$ cat config.mk
export PLATFORM = sky130hd
export DESIGN_NAME = dcp_regs
export DESIGN_NICKNAME = d
export VERILOG_FILES = /design/src/dcp_pkg.sv /design/src/dcp_regs.sv
export SDC_FILE = /design/constraint.sdc
export NUM_CORES = 1
export LEC_CHECK = 0
export BUFFER_PORTS_ARGS = -buffer_cell sky130_fd_sc_hd__buf_2
export CORE_MARGIN = 5
export CORE_UTILIZATION = 40
export DETAILED_ROUTE_END_ITERATION = 12
export GPL_TIMING_DRIVEN = 0
export PLACE_DENSITY = 0.64
export SYNTH_ARGS = -nofsm -noshare
export SYNTH_HDL_FRONTEND = slang
export SYNTH_SLANG_ARGS = --single-unit
export TNS_END_PERCENT = 10
$ cat constraint.sdc
create_clock -name clk -period 2.8 [get_ports clk]
set_clock_uncertainty 0.05 [all_clocks]
set_input_delay 0.14 -clock clk [delete_from_list [all_inputs] [get_ports clk]]
set_output_delay 0.14 -clock clk [all_outputs]
set_load 0.02 [all_outputs]
$ cat src/dcp_pkg.sv
// Purpose: Constants for the DAC configuration, power and transmit-enable register bank
// Assumes: One DAC clock domain; serial port pins sampled as synchronous inputs
// Notes:   Offsets, field positions, reset values and delay counts
package dcp_pkg;

	// Register offsets on the serial port
	localparam logic [6:0] DCP_ADDR_COMM  = 7'h00;
	localparam logic [6:0] DCP_ADDR_POWER = 7'h01;
	localparam logic [6:0] DCP_ADDR_TXEN  = 7'h02;

	// Communication register fields
	localparam int DCP_COMM_SDIO_BIDIR = 7;
	localparam int DCP_COMM_LSB_FIRST  = 6;
	localparam int DCP_COMM_SOFT_RESET = 5;

	// Power control register fields
	localparam int DCP_PWR_I_DAC   = 7;
	localparam int DCP_PWR_Q_DAC   = 6;
	localparam int DCP_PWR_DATA_RX = 5;
	localparam int DCP_PWR_AUX_ADC = 4;
	localparam int DCP_PWR_AUX_REF = 3;
	localparam int DCP_PWR_CLOCKS  = 2;

	// Transmit-enable register fields
	localparam int DCP_TX_EXT_LEN  = 6;
	localparam int DCP_TX_EXT_EN   = 5;
	localparam int DCP_TX_PD_VREF  = 4;
	localparam int DCP_TX_PD_PLL   = 3;
	localparam int DCP_TX_PD_DACS  = 2;
	localparam int DCP_TX_PD_FIFO  = 1;
	localparam int DCP_TX_PD_FILT  = 0;

	// Reset values and implemented-bit masks
	localparam logic [7:0] DCP_COMM_RESET  = 8'h00;
	localparam logic [7:0] DCP_COMM_MASK   = 8'hE0;
	localparam logic [7:0] DCP_POWER_RESET = 8'h10;
	localparam logic [7:0] DCP_POWER_MASK  = 8'hFC;
	localparam logic [7:0] DCP_TXEN_RESET  = 8'h00;
	localparam logic [7:0] DCP_TXEN_MASK   = 8'h7F;

	// Transmit start timing
	localparam int         DCP_DAC_DIV        = 64;
	localparam logic [3:0] DCP_FIXED_CYCLES   = 4'hA;
	localparam logic [4:0] DCP_EDGES_SHORT    = 5'h01;
	localparam logic [4:0] DCP_EDGES_EXT_LOW  = 5'h0C;
	localparam logic [4:0] DCP_EDGES_EXT_HIGH = 5'h13;

	// Serial port phases, one-hot
	typedef enum logic [2:0] {
		DCP_SPI_INSTR = 3'b001,
		DCP_SPI_DATA  = 3'b010,
		DCP_SPI_DONE  = 3'b100
	} dcp_spi_state_t;

	// Transmit start sequence, one-hot
	typedef enum logic [3:0] {
		DCP_TX_OFF   = 4'b0001,
		DCP_TX_FIXED = 4'b0010,
		DCP_TX_EDGES = 4'b0100,
		DCP_TX_ON    = 4'b1000
	} dcp_tx_state_t;

endpackage : dcp_pkg

$ cat src/dcp_regs.sv
// Purpose: Serial-port register bank for comm, power and transmit-enable control
// Assumes: spi_* and transmit_enable_pin are synchronous to clk; clk is the DAC clock
// Notes:   One data byte per serial transaction; bit 7 of instruction is read/not-write
`timescale 1ns/1ps
`default_nettype none

// Overview of operation
// - Pin-direction bit 0 keeps data pin input only; 1 allows readback drive.
// - Bit-order bit 0 shifts MSB first; 1 shifts LSB first.
// - Soft reset bit holds device in reset until written back to 0.
// - Power bits 7 and 6 power down I and Q DAC cores; reset 0.
// - Power bit 5 powers down data receiver; reset 0.
// - Power bit 4 powers down auxiliary ADC; resets to 1.
// - Power bit 3 powers down auxiliary DACs and reference together.
// - Power bit 2 powers down the clocks; reset 0.
// - Extended delay picks 12 or 19 divided-clock edges by bit 6.
// - Extended delay off gives 1 divided-clock edge start delay.
// - Bit 6 matters only while extended delay bit 5 is set.
// - Every start delay adds a fixed 10 DAC clock cycles.
// - Transmit bit 4 powers down reference while transmit-enable pin low.
// - Transmit bit 3 powers down PLL while transmit-enable pin low.
// - Transmit bit 2 powers down DAC cores while transmit-enable pin low.
// - Transmit bit 1 powers down FIFO while transmit-enable pin low.
// - Transmit bit 0 powers down filters while transmit-enable pin low.
module dcp_regs
	import dcp_pkg::*;
#(
	parameter int DAC_DIV = DCP_DAC_DIV
)(
	input  wire logic clk,
	input  wire logic reset,
	input  wire logic spi_sclk,
	input  wire logic spi_csb,
	input  wire logic spi_sdio_in,
	output var  logic spi_sdio_out,
	output var  logic spi_sdio_oe,
	input  wire logic transmit_enable_pin,
	output var  logic soft_reset,
	output var  logic dac_div_clk,
	output var  logic tx_active,
	output var  logic pd_i_dac,
	output var  logic pd_q_dac,
	output var  logic pd_data_rx,
	output var  logic pd_aux_adc,
	output var  logic pd_aux_dacs,
	output var  logic pd_vref,
	output var  logic pd_clocks,
	output var  logic pd_pll,
	output var  logic pd_fifo,
	output var  logic pd_filters
);

	localparam int DW = $clog2(DAC_DIV);

	logic [7:0]     comm_reg;
	logic [7:0]     power_reg;
	logic [7:0]     txen_reg;
	dcp_spi_state_t spi_state;
	logic           sclk_q;
	logic           sclk_rise;
	logic           sclk_fall;
	logic [2:0]     bit_cnt;
	logic [7:0]     in_shift;
	logic [7:0]     next_in_shift;
	logic [7:0]     out_shift;
	logic           rd_cmd;
	logic [6:0]     addr;
	logic           wr_strobe;
	logic           lsb_first;
	logic [DW-1:0]  div_cnt;
	logic           div_edge;
	dcp_tx_state_t  tx_state;
	logic [3:0]     fixed_cnt;
	logic [4:0]     edge_cnt;
	logic [4:0]     edge_target;
	logic [4:0]     tx_gated;

	// Readback value of a register, undefined bits zero
	function automatic logic [7:0] read_reg(input logic [6:0] a, input logic [7:0] c,
		input logic [7:0] p, input logic [7:0] t);
		case (a)
			DCP_ADDR_COMM:  read_reg = c & DCP_COMM_MASK;
			DCP_ADDR_POWER: read_reg = p & DCP_POWER_MASK;
			DCP_ADDR_TXEN:  read_reg = t & DCP_TXEN_MASK;
			default:        read_reg = 8'h00;
		endcase
	endfunction : read_reg

	// Bit presented first or next on the data pin
	function automatic logic first_bit(input logic [7:0] v, input logic lsb);
		first_bit = lsb ? v[0] : v[7];
	endfunction : first_bit

	////////////////////////////////////////////////////////////////////////////
	// Serial port
	////////////////////////////////////////////////////////////////////////////

	assign sclk_rise = spi_sclk & ~sclk_q;
	assign sclk_fall = ~spi_sclk & sclk_q;
	assign lsb_first = comm_reg[DCP_COMM_LSB_FIRST];

	always_comb
	begin
		if (lsb_first)
			next_in_shift = {spi_sdio_in, in_shift[7:1]};
		else
			next_in_shift = {in_shift[6:0], spi_sdio_in};
	end

	always_ff @(posedge clk)
	begin
		if (reset)
			sclk_q <= 1'b0;
		else
			sclk_q <= spi_sclk;
	end

	always_ff @(posedge clk)
	begin
		if (reset || spi_csb)
		begin
			spi_state <= DCP_SPI_INSTR;
			bit_cnt   <= 3'h0;
			in_shift  <= 8'h00;
			rd_cmd    <= 1'b0;
			addr      <= 7'h00;
		end
		else if (sclk_rise)
		begin
			in_shift <= next_in_shift;
			bit_cnt  <= bit_cnt + 3'h1;
			case (spi_state)
				DCP_SPI_INSTR:
				begin
					if (bit_cnt == 3'h7)
					begin
						rd_cmd    <= next_in_shift[7];
						addr      <= next_in_shift[6:0];
						spi_state <= DCP_SPI_DATA;
					end
				end
				DCP_SPI_DATA:
				begin
					if (bit_cnt == 3'h7)
						spi_state <= DCP_SPI_DONE;
				end
				DCP_SPI_DONE:
					spi_state <= DCP_SPI_DONE;
				default:
					spi_state <= DCP_SPI_INSTR;
			endcase
		end
	end

	assign wr_strobe = sclk_rise && !spi_csb && (spi_state == DCP_SPI_DATA)
		&& (bit_cnt == 3'h7) && !rd_cmd;

	// Readback shifter, loaded after instruction, advanced on falling edge
	always_ff @(posedge clk)
	begin
		if (reset || spi_csb)
			out_shift <= 8'h00;
		else if (sclk_rise && spi_state == DCP_SPI_INSTR && bit_cnt == 3'h7)
			out_shift <= read_reg(next_in_shift[6:0], comm_reg, power_reg, txen_reg);
		else if (sclk_fall && spi_state == DCP_SPI_DATA && bit_cnt != 3'h0)
		begin
			if (lsb_first)
				out_shift <= {1'b0, out_shift[7:1]};
			else
				out_shift <= {out_shift[6:0], 1'b0};
		end
	end

	always_ff @(posedge clk)
	begin
		if (reset)
		begin
			spi_sdio_out <= 1'b0;
			spi_sdio_oe  <= 1'b0;
		end
		else
		begin
			spi_sdio_out <= first_bit(out_shift, lsb_first);
			spi_sdio_oe  <= comm_reg[DCP_COMM_SDIO_BIDIR] && !spi_csb && rd_cmd
				&& (spi_state == DCP_SPI_DATA);
		end
	end

	////////////////////////////////////////////////////////////////////////////
	// Registers
	////////////////////////////////////////////////////////////////////////////

	always_ff @(posedge clk)
	begin
		if (reset)
			comm_reg <= DCP_COMM_RESET;
		else if (wr_strobe && addr == DCP_ADDR_COMM)
			comm_reg <= next_in_shift & DCP_COMM_MASK;
	end

	// soft reset holds others at default
	always_ff @(posedge clk)
	begin
		if (reset || comm_reg[DCP_COMM_SOFT_RESET])
			power_reg <= DCP_POWER_RESET;
		else if (wr_strobe && addr == DCP_ADDR_POWER)
			power_reg <= next_in_shift & DCP_POWER_MASK;
	end

	always_ff @(posedge clk)
	begin
		if (reset || comm_reg[DCP_COMM_SOFT_RESET])
			txen_reg <= DCP_TXEN_RESET;
		else if (wr_strobe && addr == DCP_ADDR_TXEN)
			txen_reg <= next_in_shift & DCP_TXEN_MASK;
	end

	always_ff @(posedge clk)
	begin
		if (reset)
			soft_reset <= 1'b0;
		else
			soft_reset <= comm_reg[DCP_COMM_SOFT_RESET];
	end

	////////////////////////////////////////////////////////////////////////////
	// Divided clock and transmit start
	////////////////////////////////////////////////////////////////////////////

	always_ff @(posedge clk)
	begin
		if (reset)
		begin
			div_cnt     <= '0;
			dac_div_clk <= 1'b0;
		end
		else
		begin
			div_cnt     <= div_cnt + DW'(1);
			dac_div_clk <= (div_cnt + DW'(1)) >= DW'(DAC_DIV / 2);
		end
	end

	assign div_edge = (div_cnt == DW'(DAC_DIV / 2 - 1));

	always_comb
	begin
		if (!txen_reg[DCP_TX_EXT_EN])
			edge_target = DCP_EDGES_SHORT;
		else if (txen_reg[DCP_TX_EXT_LEN])
			edge_target = DCP_EDGES_EXT_HIGH;
		else
			edge_target = DCP_EDGES_EXT_LOW;
	end

	always_ff @(posedge clk)
	begin
		if (reset || comm_reg[DCP_COMM_SOFT_RESET] || !transmit_enable_pin)
		begin
			tx_state  <= DCP_TX_OFF;
			fixed_cnt <= 4'h0;
			edge_cnt  <= 5'h00;
		end
		else
		begin
			case (tx_state)
				DCP_TX_OFF:
				begin
					fixed_cnt <= 4'h1;
					tx_state  <= DCP_TX_FIXED;
				end
				DCP_TX_FIXED:
				begin
					fixed_cnt <= fixed_cnt + 4'h1;
					if (fixed_cnt == DCP_FIXED_CYCLES)
						tx_state <= DCP_TX_EDGES;
				end
				DCP_TX_EDGES:
				begin
					if (div_edge)
					begin
						edge_cnt <= edge_cnt + 5'h01;
						if (edge_cnt + 5'h01 >= edge_target)
							tx_state <= DCP_TX_ON;
					end
				end
				DCP_TX_ON:
					tx_state <= DCP_TX_ON;
				default:
					tx_state <= DCP_TX_OFF;
			endcase
		end
	end

	always_ff @(posedge clk)
	begin
		if (reset)
			tx_active <= 1'b0;
		else
			tx_active <= (tx_state == DCP_TX_ON) && transmit_enable_pin;
	end

	////////////////////////////////////////////////////////////////////////////
	// Power-down outputs
	////////////////////////////////////////////////////////////////////////////

	genvar gi;
	generate
		for (gi = 0; gi < 5; gi++)
		begin : g_tx_gate
			assign tx_gated[gi] = txen_reg[gi] & ~transmit_enable_pin;
		end
	endgenerate

	always_ff @(posedge clk)
	begin
		if (reset)
		begin
			pd_i_dac    <= DCP_POWER_RESET[DCP_PWR_I_DAC];
			pd_q_dac    <= DCP_POWER_RESET[DCP_PWR_Q_DAC];
			pd_data_rx  <= DCP_POWER_RESET[DCP_PWR_DATA_RX];
			pd_aux_adc  <= DCP_POWER_RESET[DCP_PWR_AUX_ADC];
			pd_aux_dacs <= DCP_POWER_RESET[DCP_PWR_AUX_REF];
			pd_clocks   <= DCP_POWER_RESET[DCP_PWR_CLOCKS];
			pd_vref     <= DCP_POWER_RESET[DCP_PWR_AUX_REF];
			pd_pll      <= 1'b0;
			pd_fifo     <= 1'b0;
			pd_filters  <= 1'b0;
		end
		else
		begin
			pd_i_dac    <= power_reg[DCP_PWR_I_DAC] | tx_gated[DCP_TX_PD_DACS];
			pd_q_dac    <= power_reg[DCP_PWR_Q_DAC] | tx_gated[DCP_TX_PD_DACS];
			pd_data_rx  <= power_reg[DCP_PWR_DATA_RX];
			pd_aux_adc  <= power_reg[DCP_PWR_AUX_ADC];
			pd_aux_dacs <= power_reg[DCP_PWR_AUX_REF];
			pd_clocks   <= power_reg[DCP_PWR_CLOCKS];
			pd_vref     <= power_reg[DCP_PWR_AUX_REF] | tx_gated[DCP_TX_PD_VREF];
			pd_pll      <= tx_gated[DCP_TX_PD_PLL];
			pd_fifo     <= tx_gated[DCP_TX_PD_FIFO];
			pd_filters  <= tx_gated[DCP_TX_PD_FILT];
		end
	end

endmodule : dcp_regs

`default_nettype wire

==> flow_summary.json, run 1 <==
{
  "postCtsSetupRepairBufs": 0,
  "die_area_sq_mm": 0.0110,
  "yosysTopAreaCell": "dfxtp_1",
  "avgSynthCellArea_sq_um": 8.99,
  "cts_tree": "yes",
  "root_buffer": "clkbuf_8",
  "avgViaCountPerCell": 5.26,
  "antenna_found_initial": 0,
  "core_sq_mm": 0.00876,
  "synth.distinct_cells": 49,
  "port_buffers": 20,
  "hpwlAfterDp_mm": 5.77,
  "drt-initial-drc-count": 216,
  "syn_inst": 402,
  "final_nets": 451,
  "rsz0062_at_grt": "false",
  "clockBufferDepth": 2,
  "cts-resized-gates": 0,
  "p_clk_share_pct": 40.9,
  "grt_max_degree": 14,
  "synth_flop_cell": "dfxtp_1",
  "p_int_w": 0.00165,
  "critPathKind": "reg2reg",
  "synthesis.area_sq_mm": 0.00361,
  "max_freq_ghz": 0.445,
  "yosysMostFrequentCell": "dfxtp_1",
  "largestRegisters": "in_shift x8, out_shift x8",
  "crit_fanout": 10,
  "final.min_clock_period_ns": 2.25,
  "setup.worst_path.end_class": "flop",
  "netSwitchingFraction_pct": 22.9,
  "drtAntennaViolNets": 0,
  "grt_pass1_wl_mm": 13.1,
  "critPathMostFrequentCell": "ha_1",
  "setup_viol": 0,
  "stdcell_area_sq_mm": 0.00406,
  "syn2layout_area_growth_pct": 12.2,
  "cpPeakStageDelay_ns": 0.41,
  "cp.required_ns": 3.00,
  "layout-drive-gt1-share_pct": 14.2,
  "drc": 0,
  "diodes": 0,
  "holdWs_ns": 0.0169,
  "p_sw_w": 0.000490,
  "place.gp.congestion": 0.833,
  "cp_cell_sequence": "ha_1 -> ha_1 -> and4bb_2 -> nand4_1 -> nor3b_2 -> buf_4 -> nor2_1 -> a211oi_1",
  "drt_first_pass_iters": 4,
  "grt_pass1_vias": 2592,
  "hold_viol": 0,
  "grt-ovfl-total": 0,
  "fin_crit_sh_pct": 80.3,
  "clkTransAtPathRegs_ns": 0.08,
  "rows": 34,
  "pwr_density_cell_mw_per_mm2": 527,
  "ir_worst_vdd_v": 0.000227,
  "leakagePower_nw": 1.44,
  "synth.ff_latch_count": 80,
  "htree_levels": 3,
  "crit_buf_inv": 1,
  "slew_headroom_pct": 35.1,
  "fin_tns_setup_ns": 0,
  "wl_per_cell_um": 14.3,
  "synth_common_cells": "dfxtp_1, nor2_1, a211oi_1, o21ai_0, nand2_1",
  "clock_latency_ns": 0.35,
  "io_pins": 21,
  "synth-edff-count": 0,
  "hold_buffers": 0,
  "syn_nets": 420,
  "drv_cap": 0,
  "min_path_type": "in2reg",
  "critPathLaunchType": "flop",
  "synthArstFlopShare_pct": 0,
  "synth.area.top_cells": "dfxtp_1, nor2_1, a211oi_1",
  "status": "finished clean",
  "yosys_warnings": 0,
  "seqPwrFrac_pct": 54.4,
  "numCtsBuffers": 9,
  "finalPower_w": 0.00214,
  "start_util_pct": 41.2,
  "dpl_cell_area_sq_mm": 0.00385,
  "die_x_um": 105,
  "synth_top_area_share_pct": 44.3,
  "crit_family": "simple AND/OR/NAND/NOR gates",
  "cp_slowest_cell": "nor3b_2",
  "p_comb_share_pct": 4.7,
  "synth_seq_area_share_pct": 44.3,
  "slew_violations": 0,
  "worstMarginPinSlew_ns": 0.960,
  "grtUsageTotal_pct": 14.7,
  "cp.arrival_ns": 2.45,
  "vias": 2870,
  "die_y_um": 105,
  "wl_mm": 7.81,
  "clock-sinks": 80
}
-- worst reg2reg max path, stage by stage (launching register included) --
cell      delay, ns
dfxtp_1        0.37
ha_1           0.16
ha_1           0.20
and4bb_2       0.28
nand4_1        0.19
nor3b_2        0.41
buf_4          0.24
nor2_1         0.05
a211oi_1       0.20
-- stage by stage --
| stage | setup WS, ns | utilization [%] | instances |
|---|---|---|---|
| after floorplan | 0.829 | - | 402 |
| after global placement | 0.575 | 43.9 | 530 |
| after detailed placement | 0.554 | 43.9 | 530 |
| after CTS | 0.521 | 46.3 | 546 |
| after global routing | 0.386 | 46.3 | 546 |
| final | 0.552 | 46.3 | 546 |
-- final timing paths --
kind                            startpoint          end  slack (ns)  cells after the start
worst max-delay path            bit_cnt[0]  txen_reg[4]        0.55                      8
worst min-delay path              spi_sclk       sclk_q        0.02                      2
worst max register to register  bit_cnt[0]  txen_reg[4]        0.55                      8
worst min register to register  div_cnt[0]   div_cnt[0]        0.41                      1
-- area by class of cell --
class                   instances  area, sq um
plain buffers                  20         91.3
clock buffers                  12          155
clock inverters                 4         51.3
fillers                       858         4710
inverters                       8         30.0
multi-input cells             294         1890
flip-flops and latches         80         1600
well taps                     108          135
repair buffers                 20          100
-- cells by family (layout without fill, tap and decap cells) --
group / Yosys count / count (layout) / share of synthesized area (%)
simple gates: 160 / 160 / 23.3
compound gates: 88 / 88 / 15.5
flops: 80 / 80 / 44.3
buf+inv: 28 / 64 / 3.36
mux: 21 / 21 / 6.23
xor+xnor: 13 / 13 / 3.15
fa+ha+maj: 12 / 12 / 4.15
-- layer usage --
| metal | share of wire (%) | global-route usage, % | vias to the layer above |
|---|---|---|---|
| li1 | - | - | 1491 |
| met3 | 5.2 | 4.25 | 11 |
| met2 | 43 | 20.9 | 68 |
| met1 | 50 | 20.9 | 1300 |
| met5 | 0 | 0 | - |
| met4 | 1.9 | 5.48 | 0 |
-- power by group through the flow --
stage	Sequential, W	Combinational (W)	Clock, W
finish	0.00116	0.000101	0.000874
global route	0.00116	0.000113	0.000950
CTS	0.00116	0.000100	0.000897
detailed placement	0.00119	0.000100	0
global placement	0.00119	0.0000990	0
floorplan	0.00118	0.0000701	0
-- layout by cell type (no fill, tap or decap), types with 10 or more instances in the layout --
cell      synthesis  routed
dfxtp_1          80      80
nor2_1           65      65
a211oi_1         31      31
buf_2             4      24
o21ai_0          22      22
nand2_1          20      20
a21oi_1          19      19
mux2i_1          12      12
clkbuf_1         11      12
ha_1             12      12
nor3_1           11      11
clkbuf_8          0      11
nand2b_1         10      10
nor2b_1          10      10
Note: power is estimated with default switching activity, not from simulation.
==> inputs of run 2 (changes only) <==
Clock period 2.8 ns to 2.2 ns, I/O delays scaled along.
==> run 2 against run 1 <==
  * Core utilization up 0.67 points
  * Sequential cell count unchanged
  * Die area unchanged
  * Power up 28%
  * Sequential share of layout area down 0.50 points
  * Clock-buffer cell count unchanged
  * Non-clock buffer count up 3
  * Sequential power up 28%
  * Global-route usage up 0.064 points
  * Critical path type unchanged
  * Largest cell class unchanged
==> flow_summary.json, run 2 (synthesis gave the netlist of run 1 again) <==
{
  "status": "finished clean",
  "hold_viol": 0,
  "drv_cap": 0,
  "ff2ff_path_depth": 9,
  "layout-drive-gt1-share_pct": 16.1,
  "reg2reg_to": "txen_reg[4]",
  "seqPwrFrac_pct": 54.2,
  "drt_first_pass_iters": 4,
  "vias": 2874,
  "slew_headroom_pct": 35.1,
  "cp.arrival_ns": 2.32,
  "drc": 0,
  "root_buffer": "clkbuf_8",
  "setup_viol": 0,
  "numCtsBuffers": 9,
  "holdPathStages": 3,
  "cp_cell_sequence": "ha_1 -> ha_2 -> and4bb_2 -> nand4_1 -> buf_4 -> nor3b_4 -> buf_6 -> nor2_1 -> a211oi_1",
  "regArea_sq_mm": 0.00160,
  "critPathKind": "reg2reg",
  "p_clk_share_pct": 41.0,
  "max_freq_ghz": 0.474,
  "p_sw_w": 0.000632,
  "cpPeakStageDelay_ns": 0.35,
  "cp_slowest_cell": "dfxtp_2",
  "clkTransAtPathRegs_ns": 0.09,
  "start_util_pct": 41.2,
  "final_nets": 454,
  "avgViaCountPerCell": 5.23,
  "wl_mm": 7.93,
  "pwr_density_cell_mw_per_mm2": 663,
  "drtAntennaViolNets": 0,
  "leakagePower_nw": 1.47,
  "multi_input_area_sq_mm": 0.00192,
  "grt-ovfl-total": 0,
  "cp-startpoint": "bit_cnt[0]",
  "final_common_cell": "dfxtp_1",
  "crit_fanout": 10,
  "final.min_clock_period_ns": 2.11,
  "r2r_slack_ns": 0.09,
  "clockBufferDepth": 2,
  "grt_max_degree": 14,
  "largestRegisters": "in_shift x8, out_shift x8",
  "wl_per_cell_um": 14.4,
  "drt-initial-drc-count": 208,
  "p_comb_share_pct": 4.8,
  "antenna_found_initial": 0,
  "cts_tree": "yes",
  "core_sq_mm": 0.00876,
  "min_to": "tx_state[2]",
  "diodes": 0,
  "crit_family": "simple AND/OR/NAND/NOR gates",
  "clock-sinks": 80,
  "die_area_sq_mm": 0.0110,
  "hpwlAfterDp_mm": 5.77,
  "holdWs_ns": 0.0158,
  "rr_startpoint": "bit_cnt[0]",
  "netSwitchingFraction_pct": 23.2,
  "grt_pass1_wl_mm": 13.2,
  "final_cell_mix": "dfxtp_1, nor2_1, a211oi_1",
  "grtUsageTotal_pct": 14.7,
  "port_buffers": 20,
  "setup.worst_path.end_class": "flop",
  "fillers": 855,
  "rows": 34,
  "io_pins": 21,
  "worstMarginPinSlew_ns": 0.960,
  "die_x_um": 105,
  "cp.required_ns": 2.41,
  "die_y_um": 105,
  "critPathLaunchType": "flop",
  "ir_worst_vdd_v": 0.000293,
  "final_util_pct": 47.0,
  "htree_levels": 3,
  "fin_crit_sh_pct": 95.9,
  "hp-start": "transmit_enable_pin",
  "place.gp.congestion": 0.833,
  "min_path_type": "in2reg",
  "slew_violations": 0,
  "p_int_w": 0.00210,
  "grt_pass1_vias": 2610,
  "crit_buf_inv": 2,
  "clock_latency_ns": 0.35,
  "syn2layout_area_growth_pct": 13.8
}
## run 2: metrics by stage
step                      setup TNS (ns)  area [sq um]  power, W  worst slack (ns)  cells
final                                  0          4120   0.00273            0.0894    549
after global routing            -0.00125          4120   0.00284          -0.00125    549
after CTS                              0          4090   0.00275           0.00663    547
after detailed placement          -0.135          3850   0.00164           -0.0457    530
after global placement           -0.0709          3850   0.00164           -0.0249    530
after floorplan                        0          3610   0.00160             0.229    402
## run 2: final cells by class
| class | instances | share of cell area [%] |
|---|---|---|
| buffer | 20 | 2.40 |
| clock buffer | 12 | 3.77 |
| multi-input combinational | 294 | 46.5 |
| timing repair buffer | 23 | 3.04 |
| clock inverter | 4 | 1.25 |
| tap | 108 | 3.28 |
| sequential | 80 | 39.0 |
| inverter | 8 | 0.730 |
## run 2: tightest hold or removal path, cell delays in order
cell and delay, ns:
buf_2 0.14, nand3_1 0.07, o2bb2ai_1 0.05
## run 2: timing repair
item / in CTS / in global routing
endpoints found under the setup margin: 4 / 18
pin swaps: 2 / 2
hold endpoints to repair: 1 / 0
buffers inserted: 0 / 2
resized for setup: 5 / 6
hold buffers: 1 / 0
## run 2: power groups by stage
stage / clock network [W] / registers [W] / logic (W)
5_1_grt: 0.00121 / 0.00148 / 0.000147
2_1_floorplan: 0 / 0.00151 / 0.0000892
4_1_cts: 0.00114 / 0.00148 / 0.000129
3_5_place_dp: 0 / 0.00151 / 0.000127
6_report: 0.00112 / 0.00148 / 0.000131
3_3_place_gp: 0 / 0.00151 / 0.000126
## run 2: how the worst max path moves through the flow
stage               cells after the start            to
floorplan                               6   comm_reg[5]
global placement                        8   txen_reg[3]
detailed placement                      8   txen_reg[5]
CTS                                     8  power_reg[5]
global route                            9   txen_reg[0]
finish                                  9   txen_reg[4]
## run 2: routing by layer
metal | global-route usage, % | part of all wire, %
met5 | 0 | 0
met4 | 5.48 | 1.8
met3 | 4.13 | 5.3
met2 | 21.1 | 43
met1 | 20.9 | 50
==> inputs of run 3 (changes only) <==
Settings changed: PLACE_DENSITY 0.64 to not set, PLACE_DENSITY_LB_ADDON set to 0.2.
==> run 3 against run 2 <==
  * Routed wire length is 3.9% higher
  * Critical path depth shrank 1
  * The flow now finishes with violations (setup timing)
  * Critical endpoint unchanged
  * Cell count is 0.18% lower
  * Register-to-register slack worse by 0.09 ns
  * Core utilization shrank 0.11 points
  * First-iteration DRC count decreased by 36%
  * Largest cell class unchanged
  * Global-route usage grew 0.80 points
  * Highest routed layer unchanged
  * Design area shrank 0.24%
  * Maximum frequency shrank 4.2%
==> flow_summary.json, run 3 (synthesis gave the netlist of run 1 again) <==
{
  "status": "finished, violations left",
  "violations": "setup timing",
  "die_area_sq_mm": 0.0110,
  "layout-drive-gt1-share_pct": 16.1,
  "cts_tree": "yes",
  "antenna_found_initial": 0,
  "drt_first_pass_iters": 4,
  "htree_levels": 3,
  "crit_family": "simple AND/OR/NAND/NOR gates",
  "final_util_pct": 46.8,
  "wl_mm": 8.24,
  "grt-ovfl-total": 0,
  "hold_viol": 0,
  "place.gp.congestion": 0.801,
  "drv_cap": 0,
  "diodes": 0,
  "rsz0062_at_grt": "true",
  "min_path_type": "in2reg",
  "wl_per_cell_um": 15.0,
  "io_pins": 21,
  "grtUsageTotal_pct": 15.5,
  "critPathLaunchType": "flop",
  "hpwlAfterDp_mm": 5.99,
  "rows": 34,
  "avgViaCountPerCell": 5.28,
  "cp_cell_sequence": "ha_1 -> ha_2 -> and4bb_2 -> nand4_1 -> nor3b_4 -> buf_6 -> nor2_1 -> a211oi_1",
  "crit_fanout": 10,
  "largestRegisters": "in_shift x8, out_shift x8",
  "regArea_sq_mm": 0.00160,
  "final_common_cell": "dfxtp_1",
  "multi_input_area_sq_mm": 0.00192,
  "syn2layout_area_growth_pct": 13.6,
  "cpPeakStageDelay_ns": 0.42,
  "drc": 0,
  "slew_headroom_pct": 32.8,
  "die_x_um": 105,
  "grt_max_degree": 14,
  "clkTransAtPathRegs_ns": 0.08,
  "final.min_clock_period_ns": 2.20,
  "cp.required_ns": 2.41,
  "grt_pass1_wl_mm": 13.9,
  "clockBufferDepth": 2,
  "clock_latency_ns": 0.35,
  "grt_pass1_vias": 2707,
  "finalPower_w": 0.00271,
  "setup_viol": 1,
  "setup_ws_ns": -0.00221,
  "fin_tns_setup_ns": -0.00221,
  "vias": 2894,
  "die_y_um": 105,
  "pwr_density_cell_mw_per_mm2": 659,
  "worstMarginPinSlew_ns": 0.994,
  "setup.worst_path.end_class": "flop",
  "numCtsBuffers": 9,
  "final_nets": 453,
  "postCtsSetupRepairBufs": 0,
  "cp_slowest_cell": "nor3b_4",
  "final_cell_mix": "dfxtp_1, nor2_1, a211oi_1",
  "leakagePower_nw": 1.46,
  "fin_crit_sh_pct": 100,
  "max_freq_ghz": 0.454,
  "holdWs_ns": 0.0200,
  "slew_violations": 0,
  "port_buffers": 20,
  "drtAntennaViolNets": 0,
  "root_buffer": "clkbuf_8",
  "crit_buf_inv": 1,
  "drt-initial-drc-count": 133,
  "cp.arrival_ns": 2.41,
  "critPathKind": "reg2reg",
  "fillers": 871,
  "clock-sinks": 80,
  "start_util_pct": 41.2,
  "core_sq_mm": 0.00876,
  "ir_worst_vdd_v": 0.000261
}
-- run 3: changes by cell type in the layout (fill, tap and decap cells not counted) --
| cell | change |
|---|---|
| clkinv_4 | +1 |
| clkbuf_8 | -1 |
| clkinv_2 | +1 |
| buf_1 | -1 |
| nor2_1 | -1 |
| clkbuf_2 | +1 |
| buf_4 | -2 |
| inv_6 | -1 |
| dlygate4sd3_1 | +1 |
| nor2_2 | +1 |
-- run 3: worst paths after layout --
check	cells after the start	slack, ns	from	endpoint
setup / recovery	8	-0.002	bit_cnt[0]	txen_reg[4]
hold / removal	3	0.02	transmit_enable_pin	tx_state[2]
setup reg to reg	8	-0.002	bit_cnt[0]	txen_reg[4]
hold reg to reg	1	0.40	div_cnt[0]	div_cnt[0]
-- run 3: worst register-to-register path: cells and delay by family (launching register included) --
| kind | cells | cell delay [ns] |
|---|---|---|
| flip-flops | 1 | 0.36 |
| AO/OA/AOI/OAI | 1 | 0.19 |
| AND/OR/NAND/NOR | 4 | 0.98 |
| adder cells (fa/ha/maj) | 2 | 0.35 |
| buffers and inverters | 1 | 0.20 |
-- run 3: per-stage QoR --
step	setup WS [ns]	instances	cell area [sq um]
after CTS	0.00456	548	4090
after detailed placement	-0.118	530	3850
after floorplan	0.229	402	3610
final	-0.00221	548	4110
after global routing	-0.0878	548	4110
after global placement	-0.0526	530	3850
-- run 3: routing by layer --
metal	routed length, um	global-route usage [%]
met5	0	0
met4	147	4.47
met3	302	4.01
met2	3690	23.0
met1	4100	22.2
-- run 3: layout make-up --
cell class	instances	share of cell area (%)
inverters	8	0.731
plain buffers	20	2.44
multi-input cells	294	46.7
clock buffers	11	3.44
flip-flops and latches	80	39.1
repair buffers	22	2.93
well taps	108	3.29
clock inverters	5	1.37
-- run 3: what timing repair did --
action / CTS / global route
pin swaps: 2 / 2
resized for setup: 6 / 8
hold endpoints to repair: 2 / 0
endpoints found under the setup margin: 8 / 17
hold buffers: 2 / 0
-- run 3: report_power, final --
group	total, W	internal [W]	leakage, nW	switching, W
Clock	0.00109	0.000554	0.0993	0.000541
Combinational	0.000133	0.0000456	0.714	0.0000877
Sequential	0.00148	0.00146	0.648	0.0000160
